==> src/core/status_flags_pkg.sv <==
// Package: register map, field positions, timing and carriers for the metering status flag bank.
// Assumes a single 100 MHz core clock and that metrology conditions arrive from logic on that clock.
package status_flags_pkg;

    ////////////////////////////////////////////////////////////////////////////////////////////////
    // Register offsets and reset value.
    localparam logic [15:0] AUTOCAL_STATUS_ADDR = 16'h04c0;
    localparam logic [15:0] EVENT_LEVELS_ADDR   = 16'h04c1;
    localparam logic [15:0] CHIP_ERROR_ADDR     = 16'h04c2;
    localparam logic [15:0] REG_RESET_VALUE     = 16'h0000;

    // Field positions in the autocalibration status register.
    localparam int AUTOCAL_TIMEOUT_BIT = 3;
    localparam int AUTOCAL_READY_BIT   = 1;
    localparam int COEF_SHIFT_BIT      = 0;

    // Field positions in the event register.
    localparam int OVERCURRENT_B_BIT = 5;
    localparam int OVERCURRENT_A_BIT = 4;
    localparam int SWELL_BIT         = 2;
    localparam int DIP_BIT           = 0;

    // Field positions in the chip error register.
    localparam int SERIAL_RESET_BIT  = 7;
    localparam int SERIAL_FAULT_LSB  = 4;
    localparam int INTERNAL_FAULT_LSB = 0;

    ////////////////////////////////////////////////////////////////////////////////////////////////
    // Timing: clock period, one second, autocalibration limits.
    localparam int CLK_PERIOD_NS       = 10;
    localparam int ONE_SEC_NS          = 1000000000;
    localparam int CYCLES_PER_SEC      = ONE_SEC_NS / CLK_PERIOD_NS;
    localparam int AUTOCAL_TIMEOUT_SEC = 600;
    localparam int FIRST_BLOCK_SEC     = 8;

    ////////////////////////////////////////////////////////////////////////////////////////////////
    // Carriers for grouped condition inputs.
    typedef struct packed {
        logic overcurrent_chan_b;
        logic overcurrent_chan_a;
        logic voltage_swell_level;
        logic voltage_dip_level;
    } event_levels_type;

    typedef struct packed {
        logic serial_fault_2;
        logic serial_fault_1;
        logic serial_fault_0;
    } serial_faults_type;

    typedef struct packed {
        logic internal_fault_3;
        logic internal_fault_2;
        logic internal_fault_1;
        logic internal_fault_0;
    } internal_faults_type;

endpackage

==> src/core/autocal_timer.sv <==
// Autocalibration run timer: one-second ticks, first result after the accumulation block, timeout.
// Assumes run_active is a level from logic on core_clk.
`timescale 1ns/10ps
module autocal_timer #(
    parameter int CYCLES_PER_SEC = status_flags_pkg::CYCLES_PER_SEC // Clock cycles in one second.
) (
    input  wire logic core_clk,      // Core clock, 100 MHz.
    input  wire logic sys_rst,       // Synchronous reset, active high.
    input  wire logic run_active,    // Autocalibration run is enabled.
    output logic      result_pulse,  // One-cycle pulse per result update.
    output logic      timeout_pulse, // One-cycle pulse when the run times out.
    output logic      first_result   // High while result_pulse is the first of the run.
);

    typedef enum logic [1:0] {IDLE, RUNNING, EXPIRED} timer_state_type;

    timer_state_type state;
    logic [31:0]     cycle_cnt;
    logic [9:0]      sec_cnt;

    ////////////////////////////////////////////////////////////////////////////////////////////////
    // Decode of the second boundary and of the elapsed-second milestones.
    wire       sec_tick     = (state == RUNNING) && (cycle_cnt == 32'(CYCLES_PER_SEC - 1));
    wire [9:0] next_sec_cnt = sec_cnt + 10'h001;
    wire       hit_timeout  = sec_tick && (next_sec_cnt == 10'(status_flags_pkg::AUTOCAL_TIMEOUT_SEC));
    wire       hit_result   = sec_tick && !hit_timeout &&
                              (next_sec_cnt >= 10'(status_flags_pkg::FIRST_BLOCK_SEC));

    // Run sequencing; stopping the run at any time returns to idle so that no stale tick leaks out.
    always_ff @(posedge core_clk)
    begin
        if (sys_rst || !run_active)
        begin
            state         <= IDLE;
            cycle_cnt     <= 32'h0000_0000;
            sec_cnt       <= 10'h000;
            result_pulse  <= 1'b0;
            timeout_pulse <= 1'b0;
            first_result  <= 1'b0;
        end
        else
        begin
            result_pulse  <= hit_result;
            timeout_pulse <= hit_timeout;
            first_result  <= hit_result && (next_sec_cnt == 10'(status_flags_pkg::FIRST_BLOCK_SEC));
            unique case (state)
                IDLE:
                begin
                    state <= RUNNING;
                end
                RUNNING:
                begin
                    cycle_cnt <= sec_tick ? 32'h0000_0000 : cycle_cnt + 32'h0000_0001;
                    if (sec_tick)
                    begin
                        sec_cnt <= next_sec_cnt;
                    end
                    if (hit_timeout)
                    begin
                        state <= EXPIRED;
                    end
                end
                EXPIRED:
                begin
                    state <= EXPIRED;
                end
            endcase
        end
    end
endmodule

==> src/core/metering_status_flags.sv <==
// Status flag bank: autocalibration flags, live event levels, chip error flags, read-only register port.
// Assumes all condition inputs come from logic on core_clk; soft_rst comes from the software reset decode.
//
// Functional notes
// - Autocalibration timeout flag sets when a run reaches 600 seconds unfinished.
// - Result-ready flag first sets when results appear after the 8-second block.
// - Result-ready flag sets again each second on result update until the run stops or times out.
// - Coefficient-shift flag sets when the coefficient changes partway through a run.
// - Overcurrent bits 5 and 4 follow channels B and A live.
// - Swell bit reads one during swell and zero once it ends.
// - Dip bit reads one during dip and zero once it ends.
// - Serial reset flag sets when a serial interface reset is detected.
// - Serial fault flags hold until the serial interface is reset or a hardware reset.
// - Internal fault flags hold until a software or hardware reset.
`timescale 1ns/10ps
module metering_status_flags #(
    parameter int CYCLES_PER_SEC = status_flags_pkg::CYCLES_PER_SEC, // Clock cycles in one second.
    parameter int COEF_WIDTH     = 32                                // Width of the coefficient.
) (
    input  wire logic                                   core_clk,                // Core clock, 100 MHz.
    input  wire logic                                   sys_rst,                 // Synchronous reset, active high.
    input  wire logic                                   soft_rst,                // Software reset pulse.
    input  wire logic                                   autocal_run,             // Autocalibration enabled.
    input  wire logic [COEF_WIDTH-1:0]                  calibration_coefficient, // Coefficient found.
    input  wire status_flags_pkg::event_levels_type     event_levels,            // Live metering conditions.
    input  wire logic                                   serial_reset_seen,       // Serial reset detected, pulse.
    input  wire status_flags_pkg::serial_faults_type    serial_faults,           // Serial fault events.
    input  wire status_flags_pkg::internal_faults_type  internal_faults,         // Internal fault events.
    input  wire logic [15:0]                            reg_addr,                // Register address.
    input  wire logic                                   reg_rd,                  // Read strobe, one cycle.
    input  wire logic                                   reg_wr,                  // Write strobe, ignored.
    input  wire logic [15:0]                            reg_wdata,               // Write data, ignored.
    output logic [15:0]                                 reg_rdata,               // Read data, registered.
    output logic                                        reg_rvalid               // Read data valid pulse.
);

    ////////////////////////////////////////////////////////////////////////////////////////////////
    // Run timer.
    logic result_pulse;
    logic timeout_pulse;
    logic first_result;

    autocal_timer #(
        .CYCLES_PER_SEC (CYCLES_PER_SEC)
    ) timer (
        .core_clk      (core_clk),
        .sys_rst       (sys_rst),
        .run_active    (autocal_run),
        .result_pulse  (result_pulse),
        .timeout_pulse (timeout_pulse),
        .first_result  (first_result)
    );

    ////////////////////////////////////////////////////////////////////////////////////////////////
    // Address decode and read-side clears.
    wire hit_autocal  = (reg_addr == status_flags_pkg::AUTOCAL_STATUS_ADDR);
    wire hit_event    = (reg_addr == status_flags_pkg::EVENT_LEVELS_ADDR);
    wire hit_chip     = (reg_addr == status_flags_pkg::CHIP_ERROR_ADDR);
    wire clr_autocal  = reg_rd && hit_autocal;
    wire clr_chip     = reg_rd && hit_chip;

    // Coefficient shift: a later result carries a value different from the one captured before.
    logic [COEF_WIDTH-1:0] last_coef;
    logic                  have_coef;
    wire                   coef_moved = result_pulse && have_coef && !first_result &&
                                        (calibration_coefficient != last_coef);

    ////////////////////////////////////////////////////////////////////////////////////////////////
    // Autocalibration flags; a set in the cycle of a clearing read wins, so no event is lost.
    logic autocal_timeout_flag;
    logic autocal_result_ready_flag;
    logic coefficient_shift_flag;

    always_ff @(posedge core_clk)
    begin
        if (sys_rst)
        begin
            autocal_timeout_flag      <= 1'b0;
            autocal_result_ready_flag <= 1'b0;
            coefficient_shift_flag    <= 1'b0;
        end
        else
        begin
            autocal_timeout_flag      <= timeout_pulse || (autocal_timeout_flag && !clr_autocal);
            autocal_result_ready_flag <= result_pulse || (autocal_result_ready_flag && !clr_autocal);
            coefficient_shift_flag    <= coef_moved || (coefficient_shift_flag && !clr_autocal);
        end
    end

    // Coefficient capture on every result; a stopped run forgets it so the next run starts clean.
    always_ff @(posedge core_clk)
    begin
        if (sys_rst || !autocal_run)
        begin
            last_coef <= '0;
            have_coef <= 1'b0;
        end
        else if (result_pulse)
        begin
            last_coef <= calibration_coefficient;
            have_coef <= 1'b1;
        end
    end

    ////////////////////////////////////////////////////////////////////////////////////////////////
    // Chip error flags. Serial faults clear only on a serial or hardware reset; internal faults only on a reset.
    logic                                  serial_reset_flag;
    status_flags_pkg::serial_faults_type   serial_fault_flags;
    status_flags_pkg::internal_faults_type internal_fault_flags;

    always_ff @(posedge core_clk)
    begin
        if (sys_rst)
        begin
            serial_reset_flag    <= 1'b0;
            serial_fault_flags   <= '0;
            internal_fault_flags <= '0;
        end
        else
        begin
            serial_reset_flag    <= serial_reset_seen || (serial_reset_flag && !clr_chip);
            serial_fault_flags   <= serial_faults | (serial_reset_seen ? '0 : serial_fault_flags);
            internal_fault_flags <= internal_faults | (soft_rst ? '0 : internal_fault_flags);
        end
    end

    ////////////////////////////////////////////////////////////////////////////////////////////////
    // Register images; every bit not placed below is reserved and reads zero.
    logic [15:0] autocal_image;
    logic [15:0] event_image;
    logic [15:0] chip_image;

    always_comb
    begin
        autocal_image = status_flags_pkg::REG_RESET_VALUE;
        event_image   = status_flags_pkg::REG_RESET_VALUE;
        chip_image    = status_flags_pkg::REG_RESET_VALUE;
        autocal_image[status_flags_pkg::AUTOCAL_TIMEOUT_BIT] = autocal_timeout_flag;
        autocal_image[status_flags_pkg::AUTOCAL_READY_BIT]   = autocal_result_ready_flag;
        autocal_image[status_flags_pkg::COEF_SHIFT_BIT]      = coefficient_shift_flag;
        event_image[status_flags_pkg::OVERCURRENT_B_BIT] = event_levels.overcurrent_chan_b;
        event_image[status_flags_pkg::OVERCURRENT_A_BIT] = event_levels.overcurrent_chan_a;
        event_image[status_flags_pkg::SWELL_BIT]         = event_levels.voltage_swell_level;
        event_image[status_flags_pkg::DIP_BIT]           = event_levels.voltage_dip_level;
        chip_image[status_flags_pkg::SERIAL_RESET_BIT]   = serial_reset_flag;
        chip_image[status_flags_pkg::SERIAL_FAULT_LSB +: 3]   = serial_fault_flags;
        chip_image[status_flags_pkg::INTERNAL_FAULT_LSB +: 4] = internal_fault_flags;
    end

    // Read select; unmapped addresses answer zero. Writes have no path into any flag.
    wire [15:0] read_select = hit_autocal ? autocal_image :
                              hit_event   ? event_image   :
                              hit_chip    ? chip_image    : status_flags_pkg::REG_RESET_VALUE;

    // Read data is captured on the strobe edge, which also applies the read-side clears above.
    always_ff @(posedge core_clk)
    begin
        if (sys_rst)
        begin
            reg_rdata  <= status_flags_pkg::REG_RESET_VALUE;
            reg_rvalid <= 1'b0;
        end
        else
        begin
            reg_rvalid <= reg_rd;
            if (reg_rd)
            begin
                reg_rdata <= read_select;
            end
        end
    end
endmodule

==> config.mk <==
export PLATFORM = sky130hd
export DESIGN_NAME = metering_status_flags
export DESIGN_NICKNAME = d
export VERILOG_FILES = /design/src/core/status_flags_pkg.sv /design/src/core/autocal_timer.sv /design/src/core/metering_status_flags.sv
export SDC_FILE = /design/constraint.sdc
export NUM_CORES = 1
export LEC_CHECK = 0
export BUFFER_PORTS_ARGS = -buffer_cell sky130_fd_sc_hd__buf_2
export CAP_MARGIN = 20
export CORE_AREA = 8 8 111 113
export DETAILED_ROUTE_END_ITERATION = 7
export DIE_AREA = 0 0 119 121
export PLACE_DENSITY = 0.68
export SYNTH_ARGS = -nofsm -noshare
export SYNTH_HDL_FRONTEND = slang
export SYNTH_SLANG_ARGS = --single-unit
export TNS_END_PERCENT = 100
==> constraint.sdc <==
create_clock -name core_clk -period 2.7 [get_ports core_clk]
set_input_delay 0.54 -clock core_clk [delete_from_list [all_inputs] [get_ports core_clk]]
set_output_delay 0.54 -clock core_clk [all_outputs]
set_load 0.05 [all_outputs]
==> metrics.yaml, run 1 <==
timing:
  whs_ps: 395
  setup-violations-final: 0
  skew_ps: 14.3
  fmax_ghz: 0.394
  grt_setup_unrepaired: "no"
  fin_crit_sh_pct: 93.9
  maxSlewHeadroom_pct: 64.4
  max_slew.worst_pin.slew_ps: 533
  drv_slew: 0
  fin_setup_tns_ps: 0
  min_period_ps: 2530
  hold_viol: 0
die:
  row_count: 38
  die_h_um: 121
  dieWidth_um: 119
  start_util_pct: 43.8
  die-area_um2: 14400
  io_pins: 99
  core_area_um2: 10600
drt:
  drt-initial-drc-count: 176
  dr.pass1.iters: 4
  routed_wl_um: 9970
  vias_per_cell: 5.14
  via_count: 3818
  drc: 0
  post_drt_wl_per_cell_um: 13.4
  drtAntennaViolNets: 0
cells_and_area:
  n_fill_cell: 1023
  drive_gt1_share_pct: 15.9
  multi_input_area_um2: 2480
  synthToLayoutAreaGrowth_pct: 13.6
  insertedDiodeCount: 0
  layout_common_cells: "dfxtp_1 (99), nor2_1 (91), buf_2 (73)"
  final_common_cell: "dfxtp_1"
  final_nets: 684
  regArea_um2: 2000
critical_path:
  cp_common_cell: "or4b_1"
  crit_path_max_fanout: 7
  criticalPathCategory: "reg -> reg"
  crit_required_ps: 2980
  worstPathArrival_ps: 2810
  start_kind: "flip-flop"
  worstPathCellList: "or4b_1 -> or4_4 -> or4b_1 -> or3_1 -> a21oi_1"
  cpMaxStageDelayCell: "or4b_1"
  cp_slowest_stage_delay_ps: 660
  end_kind: "flip-flop"
clock_network:
  cts_num_sinks: 100
  cts_root_buf: "clkbuf_8"
  numCtsBuffers: 9
  tritoncts: "yes"
  post_cts_resized: 0
  clk_pin_slew_ps: 90
  clk_path_buf_depth: 2
  post-cts-setup-buffers: 0
  cts_hold_buf: 0
  insertion_delay_ps: 360
  htree_levels: 3
run:
  maxCapViolCount: 0
global_routing:
  grt_overflow_total: 0
  grt_max_degree: 48
  antenna_found_initial: 0
  grt_pass1_vias: 3758
  grtUsageTotal_pct: 14.1
  grt_pass1_wl_um: 17200
synthesis:
  async_flop_share_pct: 0
  mappedNetlistArea_um2: 4640
  synth-edff-count: 0
  ys_ff_latch: 100
  seq_area_frac_synth_pct: 43.1
  synthCells: 533
  ys_warn_count: 0
  synth_area_per_cell_um2: 8.71
  synthFlopType: "dfxtp_1"
  synth.distinct_cells: 43
place:
  dp_hpwl_um: 7430
  portBuffers: 73
  place_congestion: 0.852
power:
  vdd_drop_max_v: 0.000282
  leakage_nw: 1.94
  p_total_w: 0.00247
  power.density_nw_per_um2: 469
min_path:
  hold_path.class: "in -> reg"
outcome:
  status: "complete, no violations"
[layout make-up]
| cell class | count | area share [%] |
|---|---|---|
| Clock buffer | 11 | 2.49 |
| Clock inverter | 4 | 0.498 |
| Inverter | 9 | 0.641 |
| Multi-Input combinational cell | 398 | 47.0 |
| Sequential cell | 100 | 38.0 |
| Tap cell | 140 | 3.32 |
| Timing Repair Buffer | 81 | 8.07 |
[cell usage after synthesis (3+ instances only)]
library cell,instances,share of area [%]
a21oi_1,29,3.1
a22oi_1,7,1.1
and3_1,5,0.67
and4_1,10,1.9
buf_1,7,0.57
buf_4,8,1.3
clkbuf_1,16,1.3
dfxtp_1,100,43
ha_1,3,0.81
inv_1,9,0.73
mux2i_1,34,7.3
nand2_1,30,2.4
nand3_1,20,2.2
nand4_1,11,1.5
nor2_1,91,7.4
nor2b_1,6,0.81
nor3_1,14,1.5
nor4_1,16,2.2
nor4b_1,3,0.57
o21ai_0,9,0.97
or3_1,9,1.2
or4_1,3,0.49
xnor2_1,22,4.1
xor2_1,44,8.3
[kinds of logic (layout without fill, tap and decap cells)]
group / count (synthesis) / after routing / share of synthesized area (%)
compound gates: 59 / 59 / 7.65
xor+xnor: 66 / 66 / 12.4
fa+ha+maj: 3 / 3 / 0.808
buf+inv: 42 / 105 / 4.10
flops: 100 / 100 / 43.1
mux: 34 / 34 / 7.33
other cells: 1 / 8 / 0.0808
simple gates: 228 / 228 / 24.5
[worst paths after layout]
check,startpoint,endpoint,depth (start not counted),slack (ps)
max,timer.cycle_cnt[11],timer.sec_cnt[8],5,170
min,serial_faults[1],chip_image[5],3,390
max reg2reg,timer.cycle_cnt[11],timer.sec_cnt[8],5,170
min reg2reg,timer.timeout_pulse,autocal_timeout_flag,2,460
[state kept, by name (all words and copies together) (netlist names)]
name and count:
last_coef 32, autocal_result_ready_flag 1, serial_reset_flag 1, chip_image 7
timer.result_pulse 1, timer.state 2, reg_rvalid 1, autocal_timeout_flag 1
timer.sec_cnt 10, timer.cycle_cnt 32, timer.first_result 1, timer.timeout_pulse 1
coefficient_shift_flag 1, have_coef 1, reg_rdata 8
[power by group]
| group | internal, W | switching (W) | total (W) |
|---|---|---|---|
| sequential | 0.00148 | 0.00000606 | 0.00149 |
| combinational | 0.0000637 | 0.000105 | 0.000169 |
| clock | 0.000331 | 0.000483 | 0.000814 |
| total | 0.00188 | 0.000594 | 0.00247 |
[metal layers]
metal | vias up | global-route usage [%] | wire length [um]
met4 | 0 | 4.58 | 95
met3 | 5 | 4.89 | 699
met1 | 1762 | 16.5 | 4470
met5 | - | 0 | 0
li1 | 1959 | - | -
met2 | 92 | 23.8 | 4700
[worst max-delay path, delay by kind of cell, from the launching register on]
family          cells  cell delay, ps
simple gates        4            1980
flops               1             350
compound gates      1             130
[metrics by stage]
step           std cells  setup WS [ps]  utilization (%)  instance area, um2
2_1_floorplan        540            335                -                4670
3_3_place_gp         728            226             48.2                5110
5_1_grt              743           60.4             49.7                5270
6_report             743            165             49.7                5270
3_5_place_dp         728            202             48.2                5110
4_1_cts              743            168             49.7                5270
(Power assumes the default switching activity.)
==> inputs of run 2 (changes only) <==
Settings changed: SETUP_SLACK_MARGIN set to 0.2, SKIP_CTS_REPAIR_TIMING set to 1.
==> metrics.yaml, run 2 (synthesis gave the netlist of run 1 again) <==
die:
  io_pins: 99  # unchanged
  die_h_um: 121  # unchanged
  start_util_pct: 43.8  # unchanged
  dieWidth_um: 119  # unchanged
  die-area_um2: 14400  # unchanged
  core_area_um2: 10600  # unchanged
  row_count: 38  # unchanged
cells_and_area:
  insertedDiodeCount: 0  # unchanged
  postLayoutCellArea_um2: 5280  # about the same
  drive_gt1_share_pct: 16.3  # +0.33 points
  synthToLayoutAreaGrowth_pct: 13.7  # about the same
  final_nets: 684  # unchanged
  layout_common_cells: "dfxtp_1 (99), nor2_1 (91), buf_2 (73)"
  reg_top3: "last_coef x32, timer.cycle_cnt x32, timer.sec_cnt x10"
  final_common_cell: "dfxtp_1"
power:
  seqPwrFrac_pct: 60.3  # about the same
  switching_share_pct: 24.0  # about the same
  comb_power_share_pct: 6.8  # about the same
  vdd_drop_max_v: 0.000282  # about the same
  p_switching_w: 0.000594  # about the same
  p_total_w: 0.00247  # about the same
  power.density_nw_per_um2: 469  # about the same
  clockPowerShare_pct: 32.9  # about the same
  leakage_nw: 1.94  # about the same
  p_int_w: 0.00188  # about the same
critical_path:
  crit_start: "timer.cycle_cnt[11]"
  crit_required_ps: 2980  # about the same
  ff2ff_path_depth: 5  # unchanged
  regToRegStartpoint: "timer.cycle_cnt[11]"
  timing.rr.end: "timer.sec_cnt[8]"
  rrSetupSlack_ps: 270  # +100 ps
  criticalPathCategory: "reg -> reg"
  start_kind: "flip-flop"
  end_kind: "flip-flop"
  crit_path_max_fanout: 7  # unchanged
  worstPathArrival_ps: 2710  # -100 ps
  cp_slowest_stage_delay_ps: 580  # -80 ps
  worstPathCellList: "or4b_1 -> or4_4 -> or4b_4 -> or3_1 -> a21oi_1"
  cpMaxStageDelayCell: "or4b_4"
global_routing:
  grt_max_degree: 48  # unchanged
  grt_pass1_wl_um: 17200  # unchanged
  grt_overflow_total: 0  # unchanged
  grtUsageTotal_pct: 14.1  # unchanged
  grt_pass1_vias: 3758  # unchanged
  antenna_found_initial: 0  # unchanged
timing:
  drv_slew: 0  # unchanged
  hold_viol: 0  # unchanged
  skew_ps: 14.3  # unchanged
  max_slew.worst_pin.slew_ps: 534  # +0.308 ps
  grt_setup_unrepaired: "yes"
  fin_setup_tns_ps: 0  # unchanged
  setup-violations-final: 0  # unchanged
  whs_ps: 394  # -0.911 ps
  fmax_ghz: 0.411  # +4.3%
  fin_crit_sh_pct: 90.0  # -3.9 points
  maxSlewHeadroom_pct: 64.3  # about the same
  min_period_ps: 2430  # -105 ps
clock_network:
  cts_num_sinks: 100  # unchanged
  clk_path_buf_depth: 2  # unchanged
  cts_root_buf: "clkbuf_8"
  clk_pin_slew_ps: 80  # about the same
  tritoncts: "yes"
  htree_levels: 3  # unchanged
  numCtsBuffers: 9  # unchanged
  insertion_delay_ps: 360  # about the same
min_path:
  whs_path_depth: 3  # unchanged
  hp-start: "internal_faults[1]"
  min_to: "chip_image[1]"
  hold_path.class: "in -> reg"
run:
  maxCapViolCount: 0  # unchanged
drt:
  routed_wl_um: 9960  # about the same
  drc: 0  # unchanged
  vias_per_cell: 5.13  # about the same
  drt-initial-drc-count: 176  # unchanged
  via_count: 3815  # -0.079%
  drtAntennaViolNets: 0  # unchanged
  post_drt_wl_per_cell_um: 13.4  # about the same
  dr.pass1.iters: 4  # unchanged
place:
  place_congestion: 0.852  # unchanged
  portBuffers: 73  # unchanged
  dp_hpwl_um: 7430  # unchanged
  placed_area_um2: 5110  # unchanged
outcome:
  status: "complete, no violations"
==> run 2: cell types whose count changed in the layout (fill, tap and decap cells not counted) <==
cell	previous run	this run
and4_2	0	1
and4_1	10	9
or4b_4	0	1
or4b_1	2	1
==> run 2: worst max-delay path by stage <==
stage	cells past startpoint	end	slack [ps]
floorplan	6	timer.sec_cnt[8]	340
global placement	5	timer.sec_cnt[8]	230
detailed placement	5	timer.sec_cnt[8]	200
CTS	5	timer.sec_cnt[8]	170
global route	5	timer.sec_cnt[8]	180
finish	5	timer.sec_cnt[8]	270
==> run 2: area by class of cell <==
class / count / area (um2)
clock buffers: 11 / 131
clock inverters: 4 / 26.3
fillers: 1020 / 5330
inverters: 9 / 33.8
multi-input cells: 398 / 2480
flip-flops and latches: 100 / 2000
well taps: 140 / 175
repair buffers: 81 / 425
==> run 2: power groups by stage <==
stage / registers (W) / logic [W] / clock network (W)
finish: 0.00149 / 0.000169 / 0.000814
global placement: 0.00152 / 0.000165 / 0
floorplan: 0.00153 / 0.0000990 / 0
CTS: 0.00149 / 0.000170 / 0.000860
detailed placement: 0.00153 / 0.000169 / 0
global route: 0.00149 / 0.000185 / 0.000923
==> run 2: stage by stage <==
step | worst slack (ps) | cells | utilization [%]
after CTS | 168 | 743 | 49.7
after global placement | 226 | 728 | 48.2
after floorplan | 335 | 540 | -
after global routing | 184 | 743 | 49.8
final | 270 | 743 | 49.8
after detailed placement | 202 | 728 | 48.2
==> run 2: worst max-delay path: cells and delay by family, from the launching register on <==
family	cells	cell delay, ps
simple gates	4	1870
flops	1	340
compound gates	1	130
==> run 2: routing by layer <==
layer  track usage (%)  vias up  part of all wire (%)
met2              23.8       92                    47
met5                 0        -                     0
li1                  -     1958                     -
met4              4.58        0                  0.95
met3              4.89        5                   7.1
met1              16.5     1760                    45
